## src/rtl/adrr_pkg.sv

```systemverilog
// Constants and types for the acceleration read response builder
package adrr_pkg;
   // ----------------------------------------------------------------
   // Command word layout {data[7:0], address[3:0], command[3:0]}
   // ----------------------------------------------------------------
   localparam logic [3:0] ADRR_CMD_READ_ACCEL = 4'h2;
   localparam logic [3:0] ADRR_ADDR_GLOBAL    = 4'h0;
   localparam int         ADRR_CMD_LSB        = 0;
   localparam int         ADRR_ADDR_LSB       = 4;
   localparam int         ADRR_DATA_LSB       = 8;

   // ----------------------------------------------------------------
   // Response layout
   // ----------------------------------------------------------------
   localparam int         ADRR_RES_W          = 10;
   localparam int         ADRR_LEN_W          = 5;
   localparam logic [4:0] ADRR_LEN_MIN        = 5'h08;
   localparam logic [4:0] ADRR_LEN_NINE       = 5'h09;
   localparam logic [4:0] ADRR_LEN_MAX        = 5'h0f;
   localparam logic [4:0] ADRR_LEN_LONG       = 5'h10;
   localparam int         ADRR_SH_ERR         = 10;
   localparam int         ADRR_SH_ZERO        = 11;
   localparam int         ADRR_SH_ST          = 12;
   localparam int         ADRR_SH_AT0         = 13;
   localparam int         ADRR_SH_AT1         = 14;
   localparam int         ADRR_LG_ERR         = 10;
   localparam int         ADRR_LG_ZERO        = 11;
   localparam int         ADRR_LG_ADDR        = 12;
   localparam logic [9:0] ADRR_CODE_MIN       = 10'h001;
   localparam logic [9:0] ADRR_CODE_ERROR     = 10'h000;

   // ----------------------------------------------------------------
   // Register map, byte addresses
   // ----------------------------------------------------------------
   localparam logic [4:0] ADRR_OFS_CTRL       = 5'h00;
   localparam logic [4:0] ADRR_OFS_DEVADDR    = 5'h04;
   localparam logic [4:0] ADRR_OFS_CFG1       = 5'h08;
   localparam logic [4:0] ADRR_OFS_STATUS     = 5'h0c;
   localparam logic [4:0] ADRR_OFS_MASK       = 5'h10;
   localparam logic [4:0] ADRR_OFS_RESP       = 5'h14;
   localparam int         ADRR_CTRL_EN        = 0;
   localparam int         ADRR_CTRL_ENH_LONG  = 1;
   localparam int         ADRR_CTRL_ENH_SHORT = 2;
   localparam logic [2:0] ADRR_CTRL_RESET     = 3'h1;
   localparam logic [3:0] ADRR_DEVADDR_RESET  = 4'h0;
   localparam logic [1:0] ADRR_CFG1_RESET     = 2'h0;
   localparam int         ADRR_EV_W           = 6;
   localparam int         ADRR_EV_DONE        = 0;
   localparam int         ADRR_EV_MISMATCH    = 1;
   localparam int         ADRR_EV_UNPROG      = 2;
   localparam int         ADRR_EV_ZEROFIX     = 3;
   localparam int         ADRR_EV_SENSERR     = 4;
   localparam int         ADRR_EV_REJECT      = 5;
   localparam int         ADRR_RESP_LEN_LSB   = 16;
   localparam int         ADRR_RESP_BUSY      = 24;

   // ----------------------------------------------------------------
   // Types
   // ----------------------------------------------------------------
   typedef enum logic [1:0] {
      ADRR_FMT_STD_LONG,
      ADRR_FMT_STD_SHORT,
      ADRR_FMT_ENH_LONG,
      ADRR_FMT_ENH_SHORT
   } adrr_fmt_t;

   typedef enum logic {
      ADRR_ST_IDLE,
      ADRR_ST_HOLD
   } adrr_state_t;
endpackage : adrr_pkg

```

## src/rtl/adrr_core.sv

```systemverilog
// Read acceleration command decoder and response builder with register slave
//
// Decided for this implementation: the Avalon-MM interface to the registers and the register offsets.
`timescale 1ns/1ps

module adrr_core
   import adrr_pkg::*;
(
   // Clock and reset
   input  wire logic                  clk,
   input  wire logic                  resetn,
   // Avalon-MM slave
   input  wire logic [4:0]            avs_address,
   input  wire logic                  avs_read,
   input  wire logic                  avs_write,
   input  wire logic [31:0]           avs_writedata,
   input  wire logic [3:0]            avs_byteenable,
   output logic      [31:0]           avs_readdata,
   output logic                       avs_waitrequest,
   output logic                       irq,
   // Decoded command frame
   input  wire logic                  cmd_valid,
   input  wire logic [15:0]           cmd_word,
   input  wire adrr_fmt_t             cmd_format,
   input  wire logic [ADRR_LEN_W-1:0] cmd_resp_len,
   input  wire logic                  cmd_crc_ok,
   input  wire logic                  clear_cmd,
   // Sensor state
   input  wire logic [ADRR_RES_W-1:0] accel_result,
   input  wire logic                  sensor_error,
   input  wire logic                  internal_error,
   input  wire logic                  self_test_active,
   // Response to transmitter
   output logic                       resp_valid,
   output logic [15:0]                resp_data,
   output logic [ADRR_LEN_W-1:0]      resp_len,
   input  wire logic                  resp_done
);

   // ----------------------------------------------------------------
   // Declarations
   // ----------------------------------------------------------------
   logic [2:0]            ctrl_reg;
   logic [3:0]            devaddr_reg;
   logic [1:0]            attribute_bits;
   logic [ADRR_EV_W-1:0]  status_reg;
   logic [ADRR_EV_W-1:0]  mask_reg;
   logic                  ack_reg;
   logic [31:0]           rdata_reg;
   adrr_state_t           state_reg;
   logic [15:0]           resp_data_reg;
   logic [ADRR_LEN_W-1:0] resp_len_reg;
   logic                  bus_req;
   logic                  wr_fire;
   logic                  is_long;
   logic                  fmt_ok;
   logic                  len_ok;
   logic                  hit;
   logic                  accept;
   logic [3:0]            cmd_code;
   logic [3:0]            cmd_addr;
   logic [ADRR_RES_W-1:0] code;
   logic [15:0]           short_word;
   logic [15:0]           short_mask;
   logic                  zero_fix;
   logic [ADRR_EV_W-1:0]  ev_set;
   logic [ADRR_EV_W-1:0]  ev_clr;

   // ----------------------------------------------------------------
   // Avalon slave handshake
   // ----------------------------------------------------------------
   assign bus_req         = avs_read | avs_write;
   assign avs_waitrequest = bus_req & ~ack_reg;
   assign wr_fire         = avs_write & ack_reg & avs_byteenable[0];
   assign avs_readdata    = rdata_reg;

   always_ff @(posedge clk or negedge resetn) begin
      if (!resetn) begin
         ack_reg <= 1'b0;
      end else begin
         ack_reg <= bus_req & ~ack_reg;
      end
   end

   always_ff @(posedge clk or negedge resetn) begin
      if (!resetn) begin
         rdata_reg <= 32'h0;
      end else if (avs_read & ~ack_reg) begin
         rdata_reg <= 32'h0;
         case (avs_address)
            ADRR_OFS_CTRL:    rdata_reg[2:0] <= ctrl_reg;
            ADRR_OFS_DEVADDR: rdata_reg[3:0] <= devaddr_reg;
            ADRR_OFS_CFG1:    rdata_reg[1:0] <= attribute_bits;
            ADRR_OFS_STATUS:  rdata_reg[ADRR_EV_W-1:0] <= status_reg;
            ADRR_OFS_MASK:    rdata_reg[ADRR_EV_W-1:0] <= mask_reg;
            ADRR_OFS_RESP: begin
               rdata_reg[15:0] <= resp_data_reg;
               rdata_reg[ADRR_RESP_LEN_LSB +: ADRR_LEN_W] <= resp_len_reg;
               rdata_reg[ADRR_RESP_BUSY] <= (state_reg == ADRR_ST_HOLD);
            end
            default:          rdata_reg <= 32'h0;
         endcase
      end
   end

   // ----------------------------------------------------------------
   // Configuration registers
   // ----------------------------------------------------------------
   always_ff @(posedge clk or negedge resetn) begin
      if (!resetn) begin
         ctrl_reg <= ADRR_CTRL_RESET;
      end else if (wr_fire && avs_address == ADRR_OFS_CTRL) begin
         ctrl_reg <= avs_writedata[2:0];
      end
   end

   always_ff @(posedge clk or negedge resetn) begin
      if (!resetn) begin
         devaddr_reg <= ADRR_DEVADDR_RESET;
      end else if (wr_fire && avs_address == ADRR_OFS_DEVADDR) begin
         devaddr_reg <= avs_writedata[3:0];
      end
   end

   always_ff @(posedge clk or negedge resetn) begin
      if (!resetn) begin
         attribute_bits <= ADRR_CFG1_RESET;
      end else if (wr_fire && avs_address == ADRR_OFS_CFG1) begin
         attribute_bits <= avs_writedata[1:0];
      end
   end

   always_ff @(posedge clk or negedge resetn) begin
      if (!resetn) begin
         mask_reg <= '0;
      end else if (wr_fire && avs_address == ADRR_OFS_MASK) begin
         mask_reg <= avs_writedata[ADRR_EV_W-1:0];
      end
   end

   // ----------------------------------------------------------------
   // Command decode
   // ----------------------------------------------------------------
   // Data byte of the command word is deliberately not looked at
   assign cmd_code = cmd_word[ADRR_CMD_LSB +: 4];
   assign cmd_addr = cmd_word[ADRR_ADDR_LSB +: 4];
   assign is_long  = (cmd_format == ADRR_FMT_STD_LONG) ||
                     (cmd_format == ADRR_FMT_ENH_LONG);

   always_comb begin
      case (cmd_format)
         ADRR_FMT_STD_LONG,
         ADRR_FMT_STD_SHORT: fmt_ok = 1'b1;
         ADRR_FMT_ENH_LONG:  fmt_ok = ctrl_reg[ADRR_CTRL_ENH_LONG];
         ADRR_FMT_ENH_SHORT: fmt_ok = ctrl_reg[ADRR_CTRL_ENH_SHORT];
         default:            fmt_ok = 1'b0;
      endcase
   end

   assign len_ok = is_long ||
                   (cmd_resp_len >= ADRR_LEN_MIN && cmd_resp_len <= ADRR_LEN_MAX);
   assign hit    = cmd_valid & cmd_crc_ok & ctrl_reg[ADRR_CTRL_EN] & ~clear_cmd &
                   (cmd_code == ADRR_CMD_READ_ACCEL);
   assign accept = hit & (devaddr_reg != ADRR_ADDR_GLOBAL)
                 & (cmd_addr == devaddr_reg)
                 & fmt_ok & len_ok & (state_reg == ADRR_ST_IDLE);

   // ----------------------------------------------------------------
   // Response formatting
   // ----------------------------------------------------------------
   always_comb begin
      code       = accel_result;
      zero_fix   = 1'b0;
      short_word = 16'h0;
      if (!is_long) begin
         if (cmd_resp_len == ADRR_LEN_MIN) begin
            code = {2'h0, accel_result[ADRR_RES_W-1:2]};
         end else if (cmd_resp_len == ADRR_LEN_NINE) begin
            code = {1'h0, accel_result[ADRR_RES_W-1:1]};
         end
      end
      if (sensor_error) begin
         code = ADRR_CODE_ERROR;
      end else if (code == ADRR_CODE_ERROR) begin
         code     = ADRR_CODE_MIN;
         zero_fix = 1'b1;
      end
      short_word[ADRR_RES_W-1:0] = code;
      if (cmd_resp_len > ADRR_LEN_NINE) begin
         short_word[ADRR_SH_ERR]  = internal_error;
         short_word[ADRR_SH_ZERO] = 1'b0;
         short_word[ADRR_SH_ST]   = self_test_active;
         short_word[ADRR_SH_AT0]  = attribute_bits[0];
         short_word[ADRR_SH_AT1]  = attribute_bits[1];
      end
   end

   assign short_mask = 16'((17'h1 << cmd_resp_len) - 17'h1);

   // ----------------------------------------------------------------
   // Response hold state
   // ----------------------------------------------------------------
   always_ff @(posedge clk or negedge resetn) begin
      if (!resetn) begin
         state_reg <= ADRR_ST_IDLE;
      end else begin
         case (state_reg)
            ADRR_ST_IDLE: begin
               if (accept) begin
                  state_reg <= ADRR_ST_HOLD;
               end
            end
            ADRR_ST_HOLD: begin
               if (resp_done || clear_cmd) begin
                  state_reg <= ADRR_ST_IDLE;
               end
            end
            default: state_reg <= ADRR_ST_IDLE;
         endcase
      end
   end

   always_ff @(posedge clk or negedge resetn) begin
      if (!resetn) begin
         resp_data_reg <= 16'h0;
         resp_len_reg  <= '0;
      end else if (accept) begin
         // Captured once, unchanged while held
         if (is_long) begin
            resp_data_reg <= {devaddr_reg, 1'b0, internal_error,
                              code};
            resp_len_reg  <= ADRR_LEN_LONG;
         end else begin
            resp_data_reg <= short_word & short_mask;
            resp_len_reg  <= cmd_resp_len;
         end
      end
   end

   assign resp_valid = (state_reg == ADRR_ST_HOLD);
   assign resp_data  = resp_data_reg;
   assign resp_len   = resp_len_reg;

   // ----------------------------------------------------------------
   // Event status and interrupt
   // ----------------------------------------------------------------
   always_comb begin
      ev_set                   = '0;
      ev_set[ADRR_EV_DONE]     = resp_valid & resp_done;
      ev_set[ADRR_EV_MISMATCH] = hit & (devaddr_reg != ADRR_ADDR_GLOBAL) &
                                 (cmd_addr != devaddr_reg);
      ev_set[ADRR_EV_UNPROG]   = hit & (devaddr_reg == ADRR_ADDR_GLOBAL);
      ev_set[ADRR_EV_ZEROFIX]  = accept & zero_fix;
      ev_set[ADRR_EV_SENSERR]  = accept & sensor_error;
      ev_set[ADRR_EV_REJECT]   = hit & (cmd_addr == devaddr_reg) &
                                 (devaddr_reg != ADRR_ADDR_GLOBAL) & ~accept;
   end

   assign ev_clr = (wr_fire && avs_address == ADRR_OFS_STATUS) ?
                   avs_writedata[ADRR_EV_W-1:0] : '0;

   always_ff @(posedge clk or negedge resetn) begin
      if (!resetn) begin
         status_reg <= '0;
      end else begin
         status_reg <= (status_reg & ~ev_clr) | ev_set;
      end
   end

   assign irq = |(status_reg & mask_reg);

endmodule : adrr_core

```

## config.mk

```make
export PLATFORM = sky130hd
export DESIGN_NAME = adrr_core
export DESIGN_NICKNAME = d
export VERILOG_FILES = /design/src/rtl/adrr_pkg.sv /design/src/rtl/adrr_core.sv
export SDC_FILE = /design/constraint.sdc
export NUM_CORES = 1
export LEC_CHECK = 0
export BUFFER_PORTS_ARGS = -buffer_cell sky130_fd_sc_hd__buf_2
export CAP_MARGIN = 15
export CORE_ASPECT_RATIO = 1.4
export CORE_MARGIN = 8
export CORE_UTILIZATION = 36
export CTS_CLUSTER_SIZE = 20
export DETAILED_ROUTE_END_ITERATION = 10
export GPL_ROUTABILITY_DRIVEN = 1
export PLACE_DENSITY = 0.73
export SETUP_SLACK_MARGIN = 0.1
export SYNTH_ARGS = -nofsm -noshare
export SYNTH_HDL_FRONTEND = slang
export SYNTH_SLANG_ARGS = --single-unit
```

## constraint.sdc

```tcl
create_clock -name clk -period 4.15 [get_ports clk]
set_input_delay 0 -clock clk [delete_from_list [all_inputs] [get_ports clk]]
set_output_delay 0 -clock clk [all_outputs]
set_load 0.01 [all_outputs]
```

==> results of run 1 <==
placed cells by master, fill, tap and decap left out, types with 3 or more instances in the layout:
cell type and n:
o41ai_2 5, nand3b_1 3, a22oi_1 6, a221oi_1 4
nand2_1 51, nor3_1 7, buf_2 91, a22o_1 20
a21oi_1 18, mux2i_1 15, inv_1 6, conb_1 12
o21ai_0 28, a31oi_1 4, mux2_2 19, nor2_1 21
xor2_1 5, nor4_1 6, nand2b_1 5, dfrtp_1 63
nor2b_1 4, a211oi_1 3, dlygate4sd3_1 12, o211ai_1 3
clkbuf_16 9, nand3_1 5
stage by stage:
stage	power, mW	std cells	setup slack [ns]
after floorplan	0.771	382	2.33
after global placement	0.832	573	2.09
after detailed placement	0.837	573	2.04
after CTS	1.58	600	2.04
after global routing	1.63	600	1.90
final	1.57	600	2.05
worst paths after layout:
kind,start,cells past startpoint,slack (ns),to
setup / recovery,devaddr_reg[0],6,2.05,resp_data[0]
hold / removal,avs_writedata[1],2,0.02,mask_reg[1]
setup reg to reg,devaddr_reg[0],6,2.05,resp_data[0]
hold reg to reg,avs_readdata[2],2,0.47,avs_readdata[2]
max in group asynchronous,resetn,3,3.23,status_reg[1]
min in group asynchronous,resetn,3,0.38,status_reg[0]
power by group:
part / switching [mW] / internal (mW) / total (mW)
logic: 0.107 / 0.0693 / 0.176
registers: 0.0176 / 0.643 / 0.661
clock network: 0.254 / 0.476 / 0.731
per-layer routing:
layer / share of wire [%] / track usage (%) / wire [µm]
met1: 40 / 17.6 / 4180
met2: 52 / 27.4 / 5440
met3: 5.8 / 4.05 / 615
met4: 2.8 / 7.76 / 300
met5: 0 / 0 / 0
worst reg2reg max path, stage by stage, from the launching register on:
cell and delay (ns):
dfrtp_1 0.46, xor2_1 0.20, nor4_1 0.49, nand3_2 0.12, buf_4 0.28, nand4b_1 0.28, o21ai_0 0.19
cell type report:
type,instances,area [µm²]
Tap cell,135,169
Timing Repair Buffer,105,591
Clock buffer,12,246
Fill cell,939,5360
Sequential cell,64,1600
Clock inverter,3,42.5
Inverter,6,22.5
Multi-Input combinational cell,275,1810
logic make-up (layout without fill, tap and decap cells):
group	after synthesis	count (layout)	share of synthesized area [%]
buffers and inverters	43	126	6.16
other	1	12	0.104
AOI/OAI and AO/OA	101	101	20.1
DFF	64	64	44.6
muxes	34	34	10.1
adders and majority gates	1	1	0.348
xor gates and xnor gates	5	5	1.22
and+or+nand+nor	122	122	17.4
timing repair:
| item | CTS | global route |
|---|---|---|
| gates resized for setup | 0 | 0 |
| endpoints found under the setup margin | 0 | 0 |
| hold buffers | 12 | 0 |
| endpoints found under the hold margin | 81 | 0 |
==> run_results.csv, run 1 <==
group,metric,value,unit
run_status,status,"complete, no violations",
timing,relSlewSlack,44.6,%
synthesis,synth_cells,371,
timing,rsz0062_at_grt,"false",
global_route,grt_usage,15.9,%
clock_tree,htree_num_levels,3,
timing,finalCriticalPeriod,2.10,ns
setup_path,crit_path_max_fanout,41,
synthesis,avgSynthCellArea,9.69,µm²
global_route,grt_overflow,0,
timing,tns,0,ns
clock_tree,clk_pin_slew_worst_paths,0.05,ns
setup_path,slowest_stage,"nor4_1",
timing,worst_slew_pin_slew,0.831,ns
routing,vias_per_cell,5.38,
setup_path,worstPathArrival,2.34,ns
synthesis,synthFlopType,"dfrtp_1",
floorplan,die_area,13500,µm²
final_layout,largest_reg_flops,21,
global_route,grt_pass1_wl,16700,µm
global_route,grt_pass1_vias,3223,
final_layout,syn_to_final_growth,24.8,%
flow_run,cap_violations,0,
final_layout,finish.utilization,45.6,%
routing,drc,0,
floorplan,core_area,9850,µm²
synthesis,async_reset_ff_share,100,%
routing,dr_total_vias,3227,
clock_tree,cts_setup_buffers,0,
synthesis,synth_top_cell_by_area,"dfrtp_1",
global_route,grt_max_degree,65,
synthesis,synth_area_leaders,"dfrtp_1 44%, mux2_2 5.9%, nand2_1 5.3%, a22o_1 4.9%, mux2i_1 4.2%",
clock_tree,clk_path_buf_depth,2,
placement,post_dp_cell_area,4080,µm²
clock_tree,cts_tree,"built",
synthesis,synth-edff-count,0,
timing,skew,0.00553,ns
clock_tree,cts_made_buffers,9,
routing,drt-initial-drc-count,332,
placement,hpwl,7900,µm
synthesis,yosys_warnings,0,
power_and_ir_drop,p_leak,2.19,nW
power_and_ir_drop,ir_worst_vdd,171,µV
synthesis,yosys-top-cells-count,"63 x dfrtp_1, 51 x nand2_1, 28 x o21ai_0",
setup_path,max_stage_delay,0.49,ns
timing,finalHoldViolations,0,
global_route,antenna_found_initial,0,
synthesis,netlist_area,3600,µm²
routing,drt-pass1-iter-count,4,
final_layout,design_area,4490,µm²
timing,whs,0.0244,ns
floorplan,io_pins,141,
synthesis,synth_top_area_share,43.8,%
setup_path,critPathRequiredTime,4.39,ns
placement,routabilityCongestion,0.881,
routing,wirelength,10500,µm
timing,final_max_slew_viol_count,0,
floorplan,start_util,36.5,%
setup_path,path_delay_family,"simple AND/OR/NAND/NOR gates",
final_layout,drive_gt1_share,29.9,%
routing,antenna_left,0,
final_layout,diodes,0,
floorplan,row_count,43,
clock_tree,clock_latency,0.33,ns
setup_path,critPathBufInv,1,
synthesis,synth_cell_type_count,54,
synthesis,ys_ff_latch,64,
setup_path,cp-start-kind,"flip-flop",
floorplan,die_h,134,µm
floorplan,die_w,100,µm
setup_path,cp_cell_sequence,"xor2_1 > nor4_1 > nand3_2 > buf_4 > nand4b_1 > o21ai_0",
timing,finalCritPeriodShare,50.5,%
final_layout,final_nets,547,
timing,fmax,0.477,GHz
placement,portBuffers,91,
synthesis,yosysSeqAreaShare,44.6,%
routing,avgRoutedWirePerCell,17.6,µm
synthesis,synth.most_common_cell,"dfrtp_1",
power_and_ir_drop,cellPowerDensity,349,nW/µm²
setup_path,path_class,"reg2reg",
timing,setup_viol,0,
clock_tree,clockRootBuffer,"clkbuf_16",
setup_path,critPathCaptureType,"flip-flop",
worst_hold_path,min_path_type,"in2reg",
clock_tree,cts.sinks,64,
Note: power is estimated with default switching activity, not from simulation.
==> run 2: changes to the inputs <==
ABC_AREA = 1   (was not set)
PLACE_DENSITY = 0.75   (was 0.73)
clock period = 1.7 ns   (was 4.15 ns; I/O delays follow)
==> run 2 against run 1 <==
Design area up 6.1%. Largest cell class unchanged. Setup slack lost 2.0 ns. Wire length grew 5.9%. Synthesized cell count increased by 27%. Count of clock-buffer cells in the layout up 1. Largest power group unchanged.
==> run_results.csv, run 2 <==
group,metric,value,unit
run_status,status,"complete, no violations",
setup_path,r2r_end,"resp_data[12]",
synthesis,synth_cells,473,
floorplan,die_w,101,µm
final_layout,design_area,4760,µm²
setup_path,critPathRequiredTime,1.91,ns
power_and_ir_drop,ir_worst_vdd,353,µV
synthesis,synth_top_area_share,43.5,%
synthesis,synth_cell_type_count,42,
flow_run,cap_violations,0,
setup_path,timing.rr.start,"devaddr_reg[3]",
final_layout,drive_gt1_share,27.1,%
setup_path,ff2ff_setup_slack,0.10,ns
timing,finalHoldViolations,0,
setup_path,cp-start-kind,"flip-flop",
final_layout,diodes,0,
routing,wirelength,11200,µm
global_route,grt_usage,16.7,%
floorplan,die_area,13600,µm²
routing,antenna_left,0,
global_route,grt_pass1_wl,18000,µm
routing,vias_per_cell,5.00,
synthesis,synth_top_cell_by_area,"dfrtp_1",
worst_hold_path,hold_depth,3,
timing,finalCritPeriodShare,94.0,%
power_and_ir_drop,p_leak,2.42,nW
global_route,met2_usage,28.3,%
global_route,top_usage_layer,"met2",
floorplan,core_area,9850,µm²
timing,setup_viol,0,
worst_hold_path,min_path_type,"in2reg",
power_and_ir_drop,cellPowerDensity,827,nW/µm²
timing,final_max_slew_viol_count,0,
routing,dr_total_vias,3668,
clock_tree,htree_num_levels,3,
synthesis,async_reset_ff_share,100,%
setup_path,path_class,"reg2reg",
final_layout,syn_to_final_growth,31.5,%
clock_tree,clk_path_buf_depth,2,
floorplan,io_pins,141,
synthesis,avgSynthCellArea,7.66,µm²
synthesis,yosys_warnings,0,
global_route,grt_max_degree,45,
routing,avgRoutedWirePerCell,15.2,µm
routing,drc,0,
placement,pre_cts_slack,-0.0303,ns
final_layout,final_common_cell,"nand2_1",
synthesis,ys_ff_latch,64,
placement,routabilityCongestion,0.964,
worst_hold_path,worstHoldEndpoint,"resp_data[9]",
placement,hpwl,8700,µm
timing,setup_ws,0.101,ns
power_and_ir_drop,finalPower,3.94,mW
synthesis,synth.most_common_cell,"nand2_1",
placement,placedCellCount,700,
timing,rsz0062_at_grt,"true",
synthesis,netlist_area,3620,µm²
final_layout,largest_reg_flops,21,
worst_hold_path,hp-start,"accel_result[9]",
clock_tree,clock_latency,0.32,ns
global_route,use_met1,18.2,%
clock_tree,cts_made_buffers,9,
synthesis,synth_area_leaders,"dfrtp_1 44%, nand2_1 15%, o21ai_0 6.4%, inv_1 4.4%, nand3_1 3.7%",
timing,finalCriticalPeriod,1.60,ns
placement,portBuffers,91,
clock_tree,clockRootBuffer,"clkbuf_16",
floorplan,die_h,135,µm
setup_path,reg2reg_depth,7,
clock_tree,clk_pin_slew_worst_paths,0.05,ns
timing,relSlewSlack,65.4,%
setup_path,crit_path_max_fanout,8,
global_route,antenna_found_initial,1,
synthesis,synthFlopType,"dfrtp_1",
global_route,gr-usage-met3,4.59,%
final_layout,layout_common_cells,"142 x nand2_1, 91 x buf_2, 63 x dfrtp_1, 46 x o21ai_0, 42 x inv_1",
synthesis,synth-edff-count,0,
global_route,grt_pass1_vias,3734,
timing,tns,0,ns
setup_path,critPathCaptureType,"flip-flop",
final_layout,final_nets,679,
timing,skew,0.00442,ns
clock_tree,cts_tree,"built",
synthesis,yosysSeqAreaShare,44.3,%
routing,drt-pass1-iter-count,4,
setup_path,worstPathArrival,1.81,ns
timing,fmax,0.626,GHz
final_layout,fin_cells,733,
floorplan,row_count,43,
synthesis,yosys-top-cells-count,"144 x nand2_1, 63 x dfrtp_1, 46 x o21ai_0",
placement,post_dp_cell_area,4240,µm²
routing,drt-initial-drc-count,160,
clock_tree,cts.sinks,64,
timing,worst_slew_pin_slew,0.519,ns
global_route,grt_overflow,0,
floorplan,start_util,36.8,%
-- run 2: cell types whose count changed after synthesis, moves of 18 or more --
cell	before	now
nand2_1	51	144
o21ai_0	28	46
a22o_1	20	1
mux2_2	19	0
nand3_1	5	27
inv_1	6	42
-- run 2: cell families after synthesis --
logic type                 count (synthesis)  share of synthesized area, %
DFF                                       64                          44.3
adders and majority gates                  1                         0.345
xor gates and xnor gates                   4                         0.967
buffers and inverters                     69                          9.09
AOI/OAI and AO/OA                         89                          14.4
other                                      1                         0.104
and+or+nand+nor                          245                          30.9
-- run 2: metrics by stage --
| step | util [%] | hold slack (ns) |
|---|---|---|
| after floorplan | - | -0.296 |
| after global placement | 43.0 | -0.00285 |
| final | 48.4 | 0.0310 |
| after global routing | 48.4 | 0.0422 |
| after CTS | 48.1 | 0.00809 |
| after detailed placement | 43.0 | 0.00186 |
-- run 2: power breakdown --
part / switching, mW / internal [mW]
clock: 0.606 / 1.21
sequential: 0.0402 / 1.58
combinational: 0.319 / 0.183
-- run 2: worst max path at each step --
stage                   startpoint       endpoint
finish              devaddr_reg[3]  resp_data[12]
global route        devaddr_reg[2]   resp_data[9]
CTS                    ctrl_reg[0]   resp_data[1]
detailed placement     ctrl_reg[0]    resp_len[4]
global placement       ctrl_reg[0]    resp_len[4]
floorplan              ctrl_reg[0]  resp_data[14]
-- run 2: what timing repair did --
action	in CTS	in global routing
pin swaps	8	12
gates resized for setup	13	3
setup endpoints to repair	21	22
hold endpoints to repair	31	0
setup buffers	3	2
hold buffers	12	0
-- run 2: layout make-up --
| class | count | area, µm² |
|---|---|---|
| Clock inverter | 3 | 40.0 |
| Clock buffer | 13 | 260 |
| Timing Repair Buffer | 120 | 723 |
| Inverter | 47 | 181 |
| Fill cell | 973 | 5080 |
| Sequential cell | 64 | 1600 |
| Multi-Input combinational cell | 351 | 1780 |
| Tap cell | 135 | 169 |
-- run 2: metal layers --
metal	share of wire, %	vias to the layer above	wire length [µm]
met5	0.072	-	8
met4	4.1	2	457
met3	6.9	30	771
met2	50	138	5570
met1	39	1723	4340
li1	-	1775	-
-- run 2: worst max-delay path, stage by stage (launching register included) --
cell and delay (ns):
dfrtp_1 0.41, xnor2_1 0.17, nand4_1 0.24, nor2_4 0.24
nand2_8 0.11, buf_4 0.16, nor3_2 0.10, nor2_1 0.06
==> run 3: changes to the inputs <==
ABC_AREA = not set   (was 1)
CAP_MARGIN = not set   (was 15)
REMOVE_ABC_BUFFERS = 1   (was not set)
==> run 3 against run 2 <==
The run now ends with negative setup slack left. Clock skew up 0.0017 ns. Design area grew 8.5%. Maximum frequency decreased by 7.6%. Global-route usage is 0.69 points higher. Register-to-register slack got worse by 0.13 ns. Critical path depth up 1. Hold slack got worse by 0.027 ns. Critical path type unchanged. Clock power hardly changed. Wire length is 5.6% higher. Combinational power is 14% higher.
==> run_results.csv, run 3 (same netlist as run 1, synthesis figures left out) <==
group,metric,value,unit
run_status,status,"complete, but fails checks",
run_status,violations,"negative setup slack",
timing,rsz0062_at_grt,"true",
routing,drc,0,
routing,avgRoutedWirePerCell,18.0,µm
timing,setup_ws,-0.0308,ns
clock_tree,clockRootBuffer,"clkbuf_16",
setup_path,path_class,"reg2reg",
setup_path,slowest_stage,"dfrtp_1",
global_route,antenna_found_initial,1,
clock_tree,htree_num_levels,3,
power_and_ir_drop,finalPower,4.01,mW
setup_path,worstPathArrival,1.92,ns
floorplan,die_area,13500,µm²
placement,portBuffers,91,
global_route,grt_max_degree,65,
setup_path,path_delay_family,"buffers and inverters",
timing,tns,-0.0967,ns
flow_run,cap_violations,0,
power_and_ir_drop,switching_share,24.3,%
power_and_ir_drop,p_clk_share,45.8,%
placement,placedCellCount,612,
timing,setup_viol,5,
setup_path,max_stage_delay,0.40,ns
power_and_ir_drop,p_int,3.03,mW
clock_tree,cts.sinks,64,
setup_path,cp-start-kind,"flip-flop",
placement,post_dp_cell_area,4400,µm²
power_and_ir_drop,ir_worst_vdd,590,µV
setup_path,critPathLaunch,"devaddr_reg[2]",
timing,skew,0.00617,ns
floorplan,io_pins,141,
clock_tree,cts_tree,"built",
timing,fmax,0.578,GHz
clock_tree,clk_pin_slew_worst_paths,0.05,ns
placement,pre_cts_slack,-0.0880,ns
power_and_ir_drop,cellPowerDensity,776,nW/µm²
final_layout,design_area,5160,µm²
floorplan,row_count,43,
clock_tree,clock_latency,0.33,ns
timing,final_max_slew_viol_count,0,
setup_path,reg2reg_depth,8,
final_layout,final_nets,600,
power_and_ir_drop,p_switching,0.976,mW
global_route,grt_usage,17.4,%
final_layout,largest_reg_flops,21,
setup_path,endpoint,"resp_data[6]",
global_route,grt_overflow,0,
routing,antenna_left,0,
setup_path,crit_cells,8,
final_layout,layout_common_cells,"91 x buf_2, 63 x dfrtp_1, 40 x buf_4, 36 x nand2_1, 21 x nor2_1",
power_and_ir_drop,p_leak,2.56,nW
setup_path,crit_path_max_fanout,7,
routing,drt-initial-drc-count,259,
clock_tree,cts_made_buffers,9,
routing,vias_per_cell,5.34,
final_layout,syn_to_final_growth,43.6,%
setup_path,r2r_end,"resp_data[6]",
final_layout,drive_gt1_share,41.8,%
global_route,grt_pass1_vias,3522,
routing,dr_total_vias,3499,
clock_tree,clk_path_buf_depth,2,
power_and_ir_drop,seqPwrFrac,39.9,%
power_and_ir_drop,power.share.combinational,14.3,%
floorplan,die_h,134,µm
setup_path,critPathBufInv,3,
floorplan,core_area,9850,µm²
routing,wirelength,11800,µm
floorplan,die_w,100,µm
timing,finalHoldViolations,0,
setup_path,ff2ff_setup_slack,-0.03,ns
setup_path,critPathRequiredTime,1.89,ns
timing,finalCriticalPeriod,1.73,ns
timing,whs,0.00389,ns
final_layout,final_common_cell,"buf_2",
worst_hold_path,min_path_type,"in2reg",
final_layout,finish.utilization,52.4,%
setup_path,timing.rr.start,"devaddr_reg[2]",
placement,routabilityCongestion,0.862,
global_route,grt_pass1_wl,18200,µm
placement,hpwl,8430,µm
setup_path,critPathCaptureType,"flip-flop",
setup_path,cp_cell_sequence,"xor2_1 > nor4_2 > buf_4 > nand3_4 > buf_12 > buf_8 > nand2_4 > o41ai_4",
timing,finalCritPeriodShare,102,%
routing,drt-pass1-iter-count,4,
floorplan,start_util,36.5,%
final_layout,fin_cells,655,
-- run 3: cell type report --
cell class / instances / area (µm²)
Antenna cell: 1 / 2.50
Clock buffer: 13 / 260
Clock inverter: 3 / 40.0
Fill cell: 901 / 4680
Inverter: 6 / 22.5
Multi-Input combinational cell: 275 / 1960
Sequential cell: 64 / 1600
Tap cell: 135 / 169
Timing Repair Buffer: 158 / 1100
-- run 3: power by group through the flow --
stage / Combinational, mW / Sequential (mW) / Clock [mW]
2_1_floorplan: 0.194 / 1.63 / 0
3_3_place_gp: 0.485 / 1.62 / 0
3_5_place_dp: 0.494 / 1.63 / 0
4_1_cts: 0.550 / 1.60 / 1.87
5_1_grt: 0.618 / 1.60 / 1.95
6_report: 0.572 / 1.60 / 1.84
-- run 3: timing repair --
action	CTS	global route
gates cloned	1	1
buffers inserted	7	4
gates resized for setup	32	26
hold buffers	13	0
hold endpoints to repair	79	0
setup endpoints to repair	24	29
pin swaps	14	5
-- run 3: per-layer routing --
layer | global-route usage [%] | vias up | routed length, µm
li1 | - | 1622 | -
met5 | 0 | - | 0
met1 | 19.4 | 1708 | 4470
met4 | 8.78 | 0 | 375
met2 | 30.0 | 141 | 6210
met3 | 3.89 | 28 | 717
-- run 3: worst min-delay path by stage --
stage	from	end	slack, ns	cells past startpoint
2_1_floorplan	resetn	ack_reg	-0.30	0
3_3_place_gp	resetn	ctrl_reg[1]	0.03	2
3_5_place_dp	resetn	ctrl_reg[1]	0.04	2
4_1_cts	accel_result[9]	resp_data[9]	0.004	3
5_1_grt	accel_result[9]	resp_data[9]	0.004	3
6_report	accel_result[9]	resp_data[9]	0.004	3
-- run 3: tightest hold or removal path, cell delays in order --
cell and delay [ns]:
buf_2 0.14, inv_1 0.07, o41ai_2 0.07
